<file path="config.mk">
export PLATFORM = sky130hd
export DESIGN_NAME = adcc_top
export DESIGN_NICKNAME = d
export VERILOG_FILES = /design/src/adcc_pkg.sv /design/src/adcc_top.sv
export SDC_FILE = /design/constraint.sdc
export NUM_CORES = 1
export LEC_CHECK = 0
export BUFFER_PORTS_ARGS = -buffer_cell sky130_fd_sc_hd__buf_2
export CAP_MARGIN = 20
export CORE_MARGIN = 4
export CORE_UTILIZATION = 35
export DETAILED_ROUTE_END_ITERATION = 8
export GPL_ROUTABILITY_DRIVEN = 0
export GPL_TIMING_DRIVEN = 0
export PLACE_DENSITY = 0.71
export SLEW_MARGIN = 5
export SYNTH_ARGS = -nofsm -noshare
export SYNTH_HDL_FRONTEND = slang
export SYNTH_SLANG_ARGS = --single-unit
export TNS_END_PERCENT = 1
</file>
<file path="constraint.sdc">
create_clock -name pclk -period 2.6 [get_ports pclk]
set_input_delay 0.52 -clock pclk [delete_from_list [all_inputs] [get_ports pclk]]
set_output_delay 0.52 -clock pclk [all_outputs]
set_load 0.05 [all_outputs]
</file>
<file path="src/adcc_pkg.sv">
// package for the converter control and result register block
// assumes an APB3 master on pclk and an analog core fed by adcc_core_req_s
// Contract
// RULE1 - enable powers on, disable aborts conversion
// RULE2 - single mode: each start write converts once
// RULE3 - free running: start write launches first only
// RULE4 - first conversion 25 cycles, later 13
// RULE5 - start bit reads busy, zero write ignored
// RULE6 - auto trigger starts on selected rising edge
// RULE7 - done flag set when result updated
// RULE8 - irq when flag, enable, global enable
// RULE9 - vector ack or written one clears flag
// RULE10 - software avoids read-modify-write of control A
// RULE11 - divider codes 0,1 by 2, then 4..128
// RULE12 - low read locks result until high read
// RULE13 - software reads low byte before high
// RULE14 - right/left alignment byte layout of result
// RULE15 - trigger source ignored without auto trigger
// RULE16 - trigger source code map, rising edge
// RULE17 - switching to set source makes an edge
// RULE18 - selecting free running never triggers
// RULE19 - software writes zero to control B bit7
// RULE20 - input disable bit forces pin read zero
// RULE21 - software disables unused analog pin inputs
// RULE22 - alignment change re-presents result immediately
// RULE23 - reference/channel changes apply after conversion
// RULE24 - unused bits read zero, writes ignored
// RULE25 - free running: each completion triggers next
package adcc_pkg;
   // register indices; byte address is four times the index
   localparam logic [9:0] IDX_RESULT_LOW = 10'h078;
   localparam logic [9:0] IDX_RESULT_HIGH = 10'h079;
   localparam logic [9:0] IDX_CTRL_A = 10'h07A;
   localparam logic [9:0] IDX_CTRL_B = 10'h07B;
   localparam logic [9:0] IDX_CHAN_REF = 10'h07C;
   localparam logic [9:0] IDX_PIN_DISABLE = 10'h07E;
   localparam logic [7:0] REG_RESET = 8'h00;

   // control A fields
   localparam int A_ENABLE = 7;
   localparam int A_START = 6;
   localparam int A_AUTO = 5;
   localparam int A_FLAG = 4;
   localparam int A_IRQ_EN = 3;
   localparam int A_DIV_LSB = 0;
   // control B fields
   localparam int B_CMP_MUX = 6;
   localparam int B_TRIG_LSB = 0;
   // channel/reference register fields
   localparam int C_REF_LSB = 6;
   localparam int C_ALIGN = 5;
   localparam int C_CHAN_LSB = 0;

   // conversion lengths in converter clocks
   localparam logic [4:0] FIRST_CONV_CYCLES = 5'h19;
   localparam logic [4:0] NORMAL_CONV_CYCLES = 5'h0D;
   localparam logic [2:0] TRIG_FREE_RUN = 3'h0;

   typedef enum logic [0:0] {
      ST_IDLE = 1'b0,
      ST_CONV = 1'b1
   } adcc_state_e;

   // request bundle toward the analog core
   typedef struct packed {
      logic busy;
      logic start;
      logic first;
      logic tick;
      logic [1:0] reference;
      logic [4:0] channel;
      logic powered;
   } adcc_core_req_s;

   // analog pin digital-input group
   typedef struct packed {
      logic [7:0] buffer_off;
      logic [7:0] value;
   } adcc_pin_out_s;
endpackage

</file>
<file path="src/adcc_top.sv">
// control, triggering and result registers around the 10-bit converter
// assumes APB3 master on pclk; core result valid on the last converter tick
`timescale 1ns/1ps
`default_nettype none
module adcc_top (
   // clock and reset
   input wire logic pclk,
   input wire logic presetn,
   // apb slave
   input wire logic psel,
   input wire logic penable,
   input wire logic pwrite,
   input wire logic [11:0] paddr,
   input wire logic [31:0] pwdata,
   output logic [31:0] prdata,
   output logic pready,
   output logic pslverr,
   // analog core
   output adcc_pkg::adcc_core_req_s core_req,
   input wire logic [9:0] core_result,
   // trigger flags, index is trigger source code 1..7
   input wire logic [7:1] trig_flags,
   // interrupt handshake with the processor
   input wire logic global_irq_enable,
   input wire logic irq_vector_ack,
   output logic irq_req,
   // analog pins
   input wire logic [7:0] pin_raw,
   output adcc_pkg::adcc_pin_out_s pins,
   output logic comparator_mux_enable
);
   typedef struct packed {
      adcc_pkg::adcc_state_e st;
      logic en;
      logic ate;
      logic flag;
      logic ie;
      logic [2:0] div;
      logic align;
      logic [1:0] refsel;
      logic [4:0] chsel;
      logic cme;
      logic [2:0] ts;
      logic [7:0] didr;
      logic [9:0] result;
      logic lock;
      logic init_pend;
      logic [4:0] cyc;
      logic [6:0] pre;
      logic trig_prev;
      logic [1:0] conv_ref;
      logic [4:0] conv_ch;
      logic conv_first;
      logic start_p;
      logic [7:0] rdata;
      logic [7:0] pin_val;
   } adcc_reg_s;

   adcc_reg_s s_q;
   adcc_reg_s s_d;

   logic [9:0] idx;
   logic setup;
   logic access;
   logic wr;
   logic rd;
   logic mapped;
   logic [7:0] wb;
   logic [6:0] div_m1;
   logic tick;
   logic done;
   logic trig_sel;
   logic trig_edge;
   logic sw_start;
   logic start;
   logic [7:0] ctrl_a_rd;
   logic [7:0] low_rd;
   logic [7:0] high_rd;
   logic [7:0] rd_mux;
   logic low_hold;

   // apb decode; zero wait states, read data captured in setup
   assign idx = paddr[11:2];
   assign setup = psel & ~penable;
   assign access = psel & penable;
   assign wr = access & pwrite & mapped;
   assign rd = access & ~pwrite & mapped;
   assign wb = pwdata[7:0];
   assign pready = 1'b1;
   assign pslverr = access & ~mapped;
   always_comb begin
      mapped = (paddr[1:0] == 2'h0);
      case (idx)
         adcc_pkg::IDX_RESULT_LOW,
         adcc_pkg::IDX_RESULT_HIGH,
         adcc_pkg::IDX_CTRL_A,
         adcc_pkg::IDX_CTRL_B,
         adcc_pkg::IDX_CHAN_REF,
         adcc_pkg::IDX_PIN_DISABLE: mapped = mapped & 1'b1;
         default: mapped = 1'b0;
      endcase
   end

   // prescaler: codes 0 and 1 both give divide by 2
   always_comb begin
      if (s_q.div < 3'h2) begin
         div_m1 = 7'h01; // RULE11
      end else begin
         div_m1 = 7'((8'h01 << s_q.div) - 8'h01); // RULE11
      end
   end
   assign tick = (s_q.st == adcc_pkg::ST_CONV) && (s_q.pre == div_m1);
   assign done = tick && (s_q.cyc == 5'h01) && s_q.en;

   // trigger select; free running uses completion, not the flag level
   always_comb begin
      if (s_q.ts == adcc_pkg::TRIG_FREE_RUN) begin
         trig_sel = 1'b0; // RULE18
      end else begin
         trig_sel = trig_flags[s_q.ts]; // RULE16
      end
   end
   // edge against last sampled selection, so a source switch can make one
   assign trig_edge = s_q.ate & s_q.en & ((trig_sel & ~s_q.trig_prev) // RULE6 RULE15 RULE17
      | (done & (s_q.ts == adcc_pkg::TRIG_FREE_RUN))); // RULE25
   assign sw_start = wr && (idx == adcc_pkg::IDX_CTRL_A) && wb[adcc_pkg::A_START] && wb[adcc_pkg::A_ENABLE];
   assign start = (s_q.st == adcc_pkg::ST_IDLE || done) && (sw_start || trig_edge);
   // low byte read in flight; a completion between capture and lock would split the pair
   assign low_hold = psel && !pwrite && mapped && (idx == adcc_pkg::IDX_RESULT_LOW); // RULE12

   // read presentation follows the live alignment bit
   always_comb begin
      if (s_q.align) begin
         high_rd = s_q.result[9:2]; // RULE14 RULE22
         low_rd = {s_q.result[1:0], 6'h00}; // RULE14 RULE24
      end else begin
         high_rd = {6'h00, s_q.result[9:8]}; // RULE14 RULE24
         low_rd = s_q.result[7:0]; // RULE14
      end
      ctrl_a_rd = {s_q.en, (s_q.st == adcc_pkg::ST_CONV), s_q.ate, s_q.flag, s_q.ie, s_q.div}; // RULE5
      case (idx)
         adcc_pkg::IDX_RESULT_LOW: rd_mux = low_rd;
         adcc_pkg::IDX_RESULT_HIGH: rd_mux = high_rd;
         adcc_pkg::IDX_CTRL_A: rd_mux = ctrl_a_rd;
         adcc_pkg::IDX_CTRL_B: rd_mux = {1'b0, s_q.cme, 3'h0, s_q.ts}; // RULE24
         adcc_pkg::IDX_CHAN_REF: rd_mux = {s_q.refsel, s_q.align, s_q.chsel};
         adcc_pkg::IDX_PIN_DISABLE: rd_mux = s_q.didr;
         default: rd_mux = 8'h00;
      endcase
   end

   // next state of the whole block
   always_comb begin
      s_d = s_q;
      s_d.start_p = 1'b0;
      s_d.trig_prev = trig_sel;
      s_d.pin_val = pin_raw & ~s_q.didr; // RULE20
      if (setup && !pwrite) begin
         s_d.rdata = mapped ? rd_mux : 8'h00;
      end
      // register writes
      if (wr) begin
         case (idx)
            adcc_pkg::IDX_CTRL_A: begin
               s_d.en = wb[adcc_pkg::A_ENABLE];
               s_d.ate = wb[adcc_pkg::A_AUTO];
               s_d.ie = wb[adcc_pkg::A_IRQ_EN];
               s_d.div = wb[adcc_pkg::A_DIV_LSB +: 3];
               if (wb[adcc_pkg::A_FLAG]) begin
                  s_d.flag = 1'b0; // RULE9
               end
               if (wb[adcc_pkg::A_ENABLE] && !s_q.en) begin
                  s_d.init_pend = 1'b1; // RULE4
               end
            end
            adcc_pkg::IDX_CTRL_B: begin
               s_d.cme = wb[adcc_pkg::B_CMP_MUX];
               s_d.ts = wb[adcc_pkg::B_TRIG_LSB +: 3]; // RULE24
            end
            adcc_pkg::IDX_CHAN_REF: begin
               s_d.refsel = wb[adcc_pkg::C_REF_LSB +: 2]; // RULE23
               s_d.align = wb[adcc_pkg::C_ALIGN]; // RULE22
               s_d.chsel = wb[adcc_pkg::C_CHAN_LSB +: 5]; // RULE23
            end
            adcc_pkg::IDX_PIN_DISABLE: s_d.didr = wb;
            default: s_d.didr = s_q.didr;
         endcase
      end
      // result lock: low read holds result until high read
      if (rd && idx == adcc_pkg::IDX_RESULT_LOW) begin
         s_d.lock = 1'b1; // RULE12
      end else if (rd && idx == adcc_pkg::IDX_RESULT_HIGH) begin
         s_d.lock = 1'b0; // RULE12
      end
      if (irq_vector_ack) begin
         s_d.flag = 1'b0; // RULE9
      end
      // conversion sequencing
      case (s_q.st)
         adcc_pkg::ST_IDLE: begin
            s_d.pre = 7'h00;
         end
         adcc_pkg::ST_CONV: begin
            s_d.pre = tick ? 7'h00 : 7'(s_q.pre + 7'h01);
            if (tick) begin
               s_d.cyc = 5'(s_q.cyc - 5'h01);
            end
            if (done) begin
               s_d.st = adcc_pkg::ST_IDLE; // RULE5
               s_d.flag = 1'b1; // RULE7
               if (!s_q.lock && !low_hold) begin
                  s_d.result = core_result; // RULE7 RULE12
               end
            end
         end
         default: s_d.st = adcc_pkg::ST_IDLE;
      endcase
      // a new conversion latches channel and reference for its duration
      if (start) begin
         s_d.st = adcc_pkg::ST_CONV; // RULE2 RULE3
         s_d.start_p = 1'b1;
         s_d.pre = 7'h00;
         s_d.conv_first = s_q.init_pend || !s_q.en;
         s_d.cyc = (s_q.init_pend || !s_q.en) ? adcc_pkg::FIRST_CONV_CYCLES // RULE4
            : adcc_pkg::NORMAL_CONV_CYCLES; // RULE4
         s_d.init_pend = 1'b0;
         s_d.conv_ref = s_d.refsel; // RULE23
         s_d.conv_ch = s_d.chsel; // RULE23
      end
      // turning off aborts at once; overrides any start
      if (!s_d.en) begin
         s_d.st = adcc_pkg::ST_IDLE; // RULE1
         s_d.start_p = 1'b0;
         s_d.init_pend = 1'b0;
      end
   end

   // state register
   always_ff @(posedge pclk or negedge presetn) begin
      if (!presetn) begin
         s_q <= '0;
      end else begin
         s_q <= s_d;
      end
   end

   // outputs
   assign prdata = {24'h000000, s_q.rdata};
   assign irq_req = s_q.flag & s_q.ie & global_irq_enable; // RULE8
   assign core_req.busy = (s_q.st == adcc_pkg::ST_CONV);
   assign core_req.start = s_q.start_p;
   assign core_req.first = s_q.conv_first;
   assign core_req.tick = tick;
   assign core_req.reference = s_q.conv_ref;
   assign core_req.channel = s_q.conv_ch;
   assign core_req.powered = s_q.en; // RULE1
   assign pins.buffer_off = s_q.didr; // RULE20
   assign pins.value = s_q.pin_val;
   assign comparator_mux_enable = s_q.cme;
endmodule
`default_nettype wire

</file>
After elaboration in Yosys (flattened, before gate mapping)
Index checks and enable logic that the tools add are counted.
{"block": "word_totals", "ff_bits": 78, "input_bits": 76, "elab_cells": 133}
{"block": "classes", "n_addsub": 3, "n_lt_le_gt_ge": 2, "eq_ne": 11, "shifts": 1, "muxes": 36, "bitwise_logic": 21, "n_reduce_logical": 35}
{"operator": "$eq 10x7->1 const B", "n": 6}
{"operator": "$pmux 8 s6", "n": 1}
{"operator": "$mux 8", "n": 5}
{"operator": "$mux 27", "n": 1}
{"operator": "$mux 7", "n": 3}
{"operator": "$mux 1", "n": 19}
{"operator": "$logic_and 1x1->1", "n": 15}
{"operator": "$mux 5", "n": 3}
{"operator": "$pmux 7 s2", "n": 1}
{"operator": "$and 1x1->1", "n": 13}
{"operator": "$mux 13", "n": 1}
{"operator": "$reduce_and 2->1", "n": 5}
{"operator": "$ne 3x1->1 const B", "n": 3}
{"operator": "$and 8x8->8", "n": 1}
{"operator": "$not 8->8", "n": 1}
{"operator": "$add 7x1->7 const B", "n": 1}
{"operator": "$eq 7x7->1", "n": 1}
{"operator": "$shl 1x3->7 const A", "n": 1}
{"operator": "$sub 7x1->7 const B", "n": 1}
{"operator": "$reduce_and 3->1", "n": 2}
{"operator": "$reduce_bool 2->1", "n": 3}
{"operator": "$reduce_or 6->1", "n": 1}
{"operator": "$eq 5x1->1 const B", "n": 1}
{"operator": "$not 1->1", "n": 5}
{"operator": "other kinds (10)", "n": 15}

Longest topological paths before layout
Gate-level depths: netlist of the first run.
{"block": "logic_depth", "depth_word": 14, "ltp_mapped": 11, "depth_no_buf": 9}

Least setup slack after synthesis of the first run
OpenSTA, ideal clock, no wires.
{"block": "synth_path", "path_kind": "register to register", "from": "register s_q, in the netlist ctrl_a_rd[1]", "to": "register s_q, in the netlist core_req[5]", "t_arrival_ns": 2.380, "required_time_ns": 2.475, "setup_slack_ns": 0.095, "stages_incl_launch_ff": 10, "synth_period_minus_slack_ns": 2.505, "cell_sequence": "dfrtp_1 > buf_6 > or2_4 > ha_1 > xnor2_1 > nand4_1 > or3_1 > a21oi_4 > buf_6 > mux2_2"}
{"block": "synth_via", "elab_chain_len": 12, "elab_cells_between_ends": 14, "classes_between": "1 x add/sub; 1 x order compare; 1 x eq/ne; 1 x shift; 1 x mux; 3 x bitwise; 6 x reduce/logical"}
{"element": "start, declared", "line_no": "adcc_top.sv:59", "source": "adcc_reg_s s_q;"}
{"element": "start signal, assigned", "line_no": "adcc_top.sv:241", "source": "s_q <= '0;"}
{"element": "start signal, assigned", "line_no": "adcc_top.sv:243", "source": "s_q <= s_d;"}
{"element": "$shl 1x3->7", "line_no": "adcc_top.sv:109", "source": "div_m1 = 7'((8'h01 << s_q.div) - 8'h01);"}
{"element": "$sub 7x1->7", "line_no": "adcc_top.sv:109"}
{"element": "$mux 7 (*)", "line_no": "adcc_top.sv:106", "source": "if (s_q.div < 3'h2) begin"}
{"element": "$eq 7x7->1 (*)", "line_no": "adcc_top.sv:112", "source": "assign tick = (s_q.st == adcc_pkg::ST_CONV) && (s_q.pre == div_m1);"}
{"element": "$logic_and 1x1->1 (*)", "line_no": "adcc_top.sv:112"}
{"element": "$logic_and 1x1->1 (*) (2 in a row)", "line_no": "adcc_top.sv:113", "source": "assign done = tick && (s_q.cyc == 5'h01) && s_q.en;"}
{"element": "$and 1x1->1", "line_no": "adcc_top.sv:125", "source": "| (done & (s_q.ts == adcc_pkg::TRIG_FREE_RUN)));"}
{"element": "$or 1x1->1", "line_no": "adcc_top.sv:125"}
{"element": "$and 1x1->1", "line_no": "adcc_top.sv:124", "source": "assign trig_edge = s_q.ate & s_q.en & ((trig_sel & ~s_q.trig_prev)"}
{"element": "$logic_or 1x1->1", "line_no": "adcc_top.sv:127", "source": "assign start = (s_q.st == adcc_pkg::ST_IDLE || done) && (sw_start || trig_edge);"}
{"element": "$logic_and 1x1->1 (*)", "line_no": "adcc_top.sv:127"}
Mark *: on every way between the ends. The rest lies on a longest branch, timed or not.
A chain may end at the register's enable or synchronous reset.

Worst setup path after layout of the first run
{"block": "layout_path", "from": "register s_q, in the netlist ctrl_a_rd[1]", "to": "output core_req[8] (netlist name)"}
{"block": "layout_via", "elab_chain_len": 5, "elab_cells_between_ends": 6, "classes_between": "1 x add/sub; 1 x order compare; 1 x eq/ne; 1 x shift; 1 x mux; 1 x reduce/logical"}
{"element": "$shl 1x3->7", "line_no": "adcc_top.sv:109"}
{"element": "$sub 7x1->7", "line_no": "adcc_top.sv:109"}
{"element": "$mux 7 (*)", "line_no": "adcc_top.sv:106"}
{"element": "$eq 7x7->1 (*)", "line_no": "adcc_top.sv:112"}
{"element": "$logic_and 1x1->1 (*)", "line_no": "adcc_top.sv:112"}
{"element": "end, declared", "line_no": "adcc_top.sv:19", "source": "output adcc_pkg::adcc_core_req_s core_req,"}
Marks and branches as above.

==> metrics.txt, run 1 <==
outcome finished, final reports clean; Synth Area in XOR/XNOR 0.0242; Clock Latency Late Sink 340 ps; Max stage delay on crit path 380 ps; Peak supply drop 0.266 mV; # diodes 0; worst flop-to-flop path startpoint ctrl_a_rd[1]; first-pass GRT wire length 16600 um; Hold Crit Class input pin to asynchronous set/reset pin; Clock Sinks 78; register area share after synthesis 0.450; CTS root buffer clkbuf_16; R2R Setup Slk 150 ps; total track usage 0.147; final-report setup violation count 0; TritonCTS clock tree built; DIE AREA 14300 um2; Worst Path Max Fanout 9; clock share of power 0.463; mux cell area share after synthesis 0.154; Synth Flop Type dfrtp_1; WL/cell 14.8 um; Cell Rows 40; Area after DPL 5110 um2; crit path DAT 2050 ps; Int Pwr 0.00209 W; switch share 0.264; PwrDens 514 nW/um2; FFs w/ async S/R, synth 1.00; Comb power frac 0.100; #FFs+latches synth 78; io pins 140; RSZ-0062 raised after global routing true; fmax 389 MHz; via count 3224; r2r worst-path depth 9; Post-Syn Area per Cell 10.9 um2; Fin Hold WS 113 ps; DP HPWL 8040 um; Crit. End Element output pin; DR pass1 iterations 4; Sw Pwr 0.000748 W; Die X 119 um; P&R area growth vs syn 27.2%; Critical Path Sink core_req[8]; cell count after synthesis 397; # H-tree levels 3; reg2reg end core_req[6]; die height 119 um; DRC violations left 0; Clock Tree Buf Depth 2; Synth Cell Area 4340 um2; pre-CTS WS -351 ps; CP Cell Sequence buf_6 -> or2_4 -> ha_4 -> xnor2_2 -> and4_4 -> nand2_4 -> inv_2 -> buf_4 -> buf_8; slew margin rel. 0.574; Flop pwr share 0.436; Starting Density 0.360; Slowest-stage cell, CP dfrtp_1; Final Skew 9.06 ps; DRT iter0 DRCs 216; startpoint types flip-flop; Tcrit/Tclk final 0.989; Worst Path Buf+Inv 4; proportion of layout cells with a drive suffix above 1 0.454; drt total wl 10300 um; Reg clk slew, reported paths 70 ps; vias in the first global route 3210; Core Area 12100 um2; Final Cell Area 5520 um2; Synth warnings 0; Detail Route Antenna Nets 0; via density per instance 4.63; post-synthesis simple-gate area fraction 0.147; Crit. Startpoint ctrl_a_rd[1]; post-synthesis compound-gate area fraction 0.0830; GRT Residual Overflow 0; CTS buffer count 9; CP Class flip-flop to output pin; initial antenna violation count 0; Crit path required time 2080 ps; main combinational cell family by area after synthesis multiplexers; Final WS setup 27.8 ps; final hold vios 0; Final min period 2570 ps; Post-synth EDFFs 0; adder-cell share of the synthesized area 0.0115; I/O Buffers 89; Leakage 2.73 nW; Final #Nets 604; Synth cell types 58; delay-heaviest family, CP simple AND/OR/NAND/NOR gates; maxcap violations 0; Final Util 0.458; slew at the pin closest to its max-slew limit 633 ps; Pins Over Slew Limit 0; Worst path depth 9; final setup TNS 0 ps; largest net degree at the start of global routing 48
[stage by stage]
stage,std cells,total power (W)
finish,697,0.00284
global route,697,0.00295
CTS,696,0.00287
detailed placement,678,0.00154
global placement,677,0.00153
floorplan,420,0.00145
[worst min-delay path by stage]
stage                     slack [ps]  startpoint                     to  cells after the start
after global placement           460   prdata[4]              prdata[4]                      1
after CTS                        120     presetn                s_q[47]                      1
final                            110     presetn                s_q[47]                      1
after detailed placement         470   prdata[4]              prdata[4]                      1
after global routing             140     presetn                s_q[47]                      1
after floorplan                  220     presetn  comparator_mux_enable                      0
[repair_timing]
| item | in CTS | in global routing |
|---|---|---|
| hold buffers | 0 | 0 |
| setup endpoints to repair | 15 | 27 |
| hold endpoints to repair | 0 | 0 |
| pin swaps | 4 | 1 |
| resized for setup | 9 | 5 |
| setup buffers | 2 | 1 |
[power by group through the flow]
stage / combinational, W / sequential (W) / clock, W
6_report: 0.000285 / 0.00124 / 0.00131
5_1_grt: 0.000307 / 0.00124 / 0.00140
4_1_cts: 0.000284 / 0.00124 / 0.00135
3_5_place_dp: 0.000284 / 0.00126 / 0
3_3_place_gp: 0.000272 / 0.00126 / 0
2_1_floorplan: 0.000189 / 0.00126 / 0
[synth_stat cells, drive strengths merged, types with 5 or more instances]
library cell  count  area share
nand2b            5      0.0072
nor3              5      0.0058
nand3            11       0.013
dfrtp            78        0.45
and3              7       0.010
a211oi            5      0.0098
nor2b            13       0.019
mux2i            15       0.035
nor4              5       0.011
o21ai            11       0.013
buf              69        0.12
inv               8      0.0069
mux2             44        0.11
xnor2             8       0.016
nand2            26       0.024
a21oi             8       0.012
nor2             14       0.012
clkbuf            6      0.0052
[state kept, by name (all words and copies together), names as in the netlist]
register and cells:
core_req 11, prdata 8, pins 16, comparator_mux_enable 1, ctrl_a_rd 6, s_q 36
[placed cells by master, fill, tap and decap left out, types with 5 or more instances in the layout]
cell / instances
buf_2: 89
dfrtp_1: 78
buf_4: 64
mux2_2: 44
nand2_1: 25
conb_1: 25
mux2i_1: 15
nor2b_1: 13
nor2_1: 13
nand3_1: 11
o21ai_0: 11
clkbuf_16: 9
xnor2_1: 7
and3_1: 7
inv_1: 7
a21oi_1: 7
clkbuf_1: 6
nand2b_1: 5
nor3_1: 5
[worst reg2reg max path, stage by stage, from the launching register on]
cell and delay (ps):
dfrtp_1 380, buf_6 140, or2_4 250, ha_4 170
xnor2_2 140, nand4_1 160, or3_4 450, a21oi_4 150
buf_4 160, mux2_2 350
[kinds of logic (layout without fill, tap and decap cells)]
| kind of cell | count (synthesis) | in the layout |
|---|---|---|
| buf+inv | 83 | 192 |
| simple gates | 110 | 110 |
| fa+ha+maj | 4 | 4 |
| other cells | 2 | 25 |
| compound gates | 48 | 48 |
| mux | 60 | 60 |
| flops | 78 | 78 |
| xor+xnor | 12 | 12 |
[cell type report]
| type | instances | area, um2 |
|---|---|---|
| Fill cell | 1126 | 6540 |
| Sequential cell | 78 | 1950 |
| Clock buffer | 9 | 225 |
| Tap cell | 168 | 210 |
| Clock inverter | 7 | 88.8 |
| Buffer | 75 | 532 |
| Multi-Input combinational cell | 259 | 1960 |
| Timing Repair Buffer | 93 | 520 |
| Inverter | 8 | 30.0 |
[metal layers]
metal / routed length (um) / share of wire / GRT usage
met5: 0 / 0 / 0
met4: 202 / 0.020 / 0.0501
met3: 829 / 0.080 / 0.0442
met2: 4670 / 0.45 / 0.224
met1: 4600 / 0.45 / 0.198
No activity file was read; power rests on OpenSTA's default activity.
==> inputs of run 2 (changes only) <==
- CORE_UTILIZATION: 35 -> 46
- PLACE_DENSITY: 0.71 -> 0.86
- clock period: 2.6 -> 2.2 ns (I/O delays scaled with it)
==> run 2 against run 1 <==
  * The run now ends with negative setup slack left
  * Total power is 1.5% lower
  * First-iteration DRC count increased by 56%
  * Clock power is 25% lower
  * Sequential power is 18% higher
  * Sequential share of layout area is essentially flat
  * Largest cell class unchanged
  * Largest power group is now sequential cells
==> metrics.txt, run 2 (synthesis results as in run 1) <==
# H-tree levels 3; CTS buffer count 9; Worst Path Max Fanout 6; DIE AREA 11100 um2; largest net degree at the start of global routing 46; startpoint types flip-flop; drt total wl 11000 um; Largest register FFs 36; Core Area 9200 um2; Clock Tree Buf Depth 2; Clock Sinks 78; first-pass GRT wire length 16800 um; leading cell type in the layout, fill and taps excluded buf_2; slew at the pin closest to its max-slew limit 669 ps; Leakage 2.75 nW; GRT Residual Overflow 0; DRT iter0 DRCs 338; crit path DAT 2750 ps; die height 105 um; Reg clk slew, reported paths 90 ps; Final Skew 18.5 ps; Biggest register s_q; TritonCTS clock tree built; Final WS setup -308 ps; via density per instance 5.37; final-report setup violation count 24; P&R area growth vs syn 27.4%; Detail Route Antenna Nets 0; Pins Over Slew Limit 0; Final #Nets 612; Tcrit/Tclk final 1.14; cts hold-fix bufs 0; # diodes 0; vias in the first global route 3353; Final Util 0.601; pre-CTS WS -714 ps; most frequent cells in the layout buf_2, dfrtp_1, buf_4, mux2_2, conb_1; Fin Hold WS 27.9 ps; WL/cell 17.0 um; DP HPWL 7800 um; proportion of layout cells with a drive suffix above 1 0.484; Peak supply drop 0.308 mV; CTS root buffer clkbuf_8; violated checks negative setup slack; io pins 140; DRC violations left 0; Hold Crit Class input pin to asynchronous set/reset pin; initial antenna violation count 0; Die X 105 um; final hold vios 0; Starting Density 0.472; fmax 399 MHz; Final min period 2510 ps; I/O Buffers 89; via count 3477; PwrDens 506 nW/um2; slew margin rel. 0.554; outcome finished with violations; total track usage 0.191; maxcap violations 0; CP Class flip-flop to flip-flop; DR pass1 iterations 6; Crit. End Element flip-flop; RSZ-0062 raised after global routing true; Clock Latency Late Sink 360 ps; total power 0.00280 W; Crit path required time 2440 ps; Cell Rows 35
-- run 2: power by group --
group / total (W) / switching [W] / internal, W
sequential: 0.00146 / 0.0000117 / 0.00145
clock: 0.000987 / 0.000566 / 0.000420
combinational: 0.000348 / 0.000231 / 0.000117
total: 0.00280 / 0.000809 / 0.00199
-- run 2: critical path, cell delays in order, from the launching register on --
cell       delay [ps]
dfrtp_1           420
buf_6             150
nor2_4             80
nand2_2            70
ha_4              180
xnor2_4           160
and4_4            260
nand2_4            60
buf_6             130
nor4_4            240
buf_4             180
clkbuf_16         150
mux2_4            300
-- run 2: cell type report --
cell class	count	area, um2
Sequential cell	78	1950
Timing Repair Buffer	103	609
Tap cell	111	139
Fill cell	697	3670
Clock inverter	7	57.6
Clock buffer	9	124
Buffer	73	524
Inverter	8	30.0
Multi-Input combinational cell	259	2090
-- run 2: repair_timing --
action | CTS | global route
hold endpoints to repair | 0 | 0
gates resized for setup | 24 | 25
endpoints found under the setup margin | 43 | 44
pin swaps | 8 | 9
buffers inserted | 6 | 6
gates cloned | 0 | 1
-- run 2: metal layers --
| layer | wire, um | global-route usage | vias to the layer above |
|---|---|---|---|
| li1 | - | - | 1584 |
| met1 | 4570 | 0.245 | 1659 |
| met2 | 5250 | 0.310 | 200 |
| met3 | 796 | 0.0389 | 34 |
| met4 | 381 | 0.0900 | 0 |
| met5 | 0 | 0 | - |
-- run 2: worst paths after layout --
path | start | to | slack, ps | cells after the start
setup / recovery | ctrl_a_rd[2] | s_q[45] | -310 | 12
hold / removal | presetn | s_q[49] | 30 | 1
setup reg to reg | ctrl_a_rd[2] | s_q[45] | -310 | 12
hold reg to reg | prdata[1] | prdata[1] | 490 | 2
max in group asynchronous | presetn | s_q[30] | 1590 | 2
min in group pclk | pin_raw[2] | pins[2] | 310 | 2
-- run 2: per-stage QoR --
step,std cells,setup TNS (ps),instance area [um2]
2_1_floorplan,420,-4780,4440
3_3_place_gp,620,-21340,5020
3_5_place_dp,621,-25660,5040
4_1_cts,642,-3970,5370
5_1_grt,648,-6470,5530
6_report,648,-4730,5530
==> inputs of run 3 (changes only) <==
- RECOVER_POWER: default -> 50
==> run 3 against run 2 <==
  * The flow finishes with violations (max-capacitance violations, max-slew violations, negative setup slack)
  * Non-clock buffer count unchanged
  * Critical path type unchanged
  * Combinational power decreased by 1%
  * Highest routed layer unchanged
  * Die area unchanged
  * Global-route usage did not move
  * First-iteration DRC count is the same
  * Final cell count unchanged
==> metrics.txt, run 3 (synthesis results as in run 1) <==
PwrDens 506 nW/um2; drt total wl 11000 um; io pins 140; Core Area 9200 um2; Clock Sinks 78; via density per instance 5.38; TritonCTS clock tree built; CP dominant cell by count buf_6; Final Skew 18.5 ps; WL/cell 16.9 um; most frequent cells in the layout buf_2, dfrtp_1, buf_4, mux2_2, conb_1; maxcap violations 1; Max stage delay on crit path 420 ps; cts hold-fix bufs 0; slew at the pin closest to its max-slew limit 1880 ps; DRT iter0 DRCs 338; fmax 398 MHz; Reg clk slew, reported paths 90 ps; I/O Buffers 89; Fin Hold WS 307 ps; final hold vios 0; vias in the first global route 3353; # H-tree levels 3; P&R area growth vs syn 27.1%; Comb power frac 0.123; Filler Cells Inserted 700; Biggest register s_q; violated checks max-capacitance violations, max-slew violations, negative setup slack; # diodes 0; GRT Residual Overflow 0; Leakage 2.75 nW; die height 105 um; DRC violations left 0; CP Cell Sequence buf_6 -> nor2_4 -> nand2_2 -> ha_4 -> xnor2_4 -> and4_4 -> nand2_4 -> buf_6 -> nor4_4 -> buf_4 -> clkbuf_16 -> mux2_4; Detail Route Antenna Nets 0; Peak supply drop 0.308 mV; Crit. End Element flip-flop; Flop pwr share 0.523; Clock Latency Late Sink 360 ps; clock share of power 0.354; Cell Rows 35; Sw Pwr 0.000809 W; startpoint types flip-flop; initial antenna violation count 0; via count 3484; largest net degree at the start of global routing 46; Hold Crit Class input pin to flip-flop; leading cell type in the layout, fill and taps excluded buf_2; pre-CTS WS -714 ps; DR pass1 iterations 6; outcome finished with violations; Largest register FFs 36; final-report setup violation count 22; CP Class flip-flop to flip-flop; Clock Tree Buf Depth 2; Final Util 0.600; Final #Nets 612; CTS buffer count 9; Int Pwr 0.00198 W; Worst Path Max Fanout 6; Starting Density 0.472; first-pass GRT wire length 16800 um; total track usage 0.191; Final WS setup -312 ps; Die X 105 um; Final min period 2510 ps; RSZ-0062 raised after global routing true; switch share 0.290; Pins Over Slew Limit 35; total power 0.00279 W; DIE AREA 11100 um2; slew margin rel. -0.255; Slowest-stage cell, CP dfrtp_1; DP HPWL 7800 um; Tcrit/Tclk final 1.14; proportion of layout cells with a drive suffix above 1 0.482; CTS root buffer clkbuf_8; Crit path required time 2440 ps; crit path DAT 2750 ps
==> run 3: timing repair <==
| item | 4_1_cts | 5_1_grt |
|---|---|---|
| pin swaps | 8 | 9 |
| resized for setup | 24 | 25 |
| buffers inserted | 6 | 6 |
| gates cloned | 0 | 1 |
| endpoints found under the setup margin | 43 | 44 |
==> run 3: worst paths after layout <==
kind,start,cells past startpoint,slack [ps],endpoint
max,ctrl_a_rd[2],12,-310,s_q[45]
min,pin_raw[2],2,310,pins[2]
max reg2reg,ctrl_a_rd[2],12,-310,s_q[45]
min reg2reg,prdata[1],2,490,prdata[1]
max in group asynchronous,presetn,1,380,ctrl_a_rd[0]
min in group asynchronous,presetn,1,590,s_q[49]
==> run 3: layer usage <==
metal  wire length (um)  GRT usage
met1               4580      0.245
met2               5240      0.310
met3                800     0.0389
met4                351     0.0900
met5                  0          0
==> run 3: layout make-up <==
class	instances	area (um2)	share of cell area
Timing Repair Buffer	103	597	0.108
Multi-Input combinational cell	259	2090	0.379
Inverter	8	30.0	0.00544
Clock buffer	9	124	0.0224
Sequential cell	78	1950	0.354
Buffer	73	524	0.0950
Tap cell	111	139	0.0252
Clock inverter	7	57.6	0.0104
==> run 3: power by group through the flow <==
stage          sequential [W]  combinational (W)  clock (W)
4_1_cts               0.00146           0.000337    0.00100
6_report              0.00146           0.000344   0.000988
2_1_floorplan         0.00149           0.000224          0
3_5_place_dp          0.00149           0.000331          0
3_3_place_gp          0.00149           0.000320          0
5_1_grt               0.00146           0.000367    0.00106
==> run 3: worst max-delay path, delay by kind of cell, from the launching register on <==
family	cells	cell delay (ps)
AND/OR/NAND/NOR	5	710
buffers and inverters	4	620
flip-flops	1	420
multiplexers	1	300
adder cells (fa/ha/maj)	1	180
XOR/XNOR	1	160
==> run 3: metrics by stage <==
stage | TNS [ps] | cell area (um2) | cells
2_1_floorplan | -4780 | 4440 | 420
3_3_place_gp | -21340 | 5020 | 620
3_5_place_dp | -25660 | 5040 | 621
4_1_cts | -3970 | 5370 | 642
5_1_grt | -6470 | 5520 | 648
6_report | -4740 | 5520 | 648
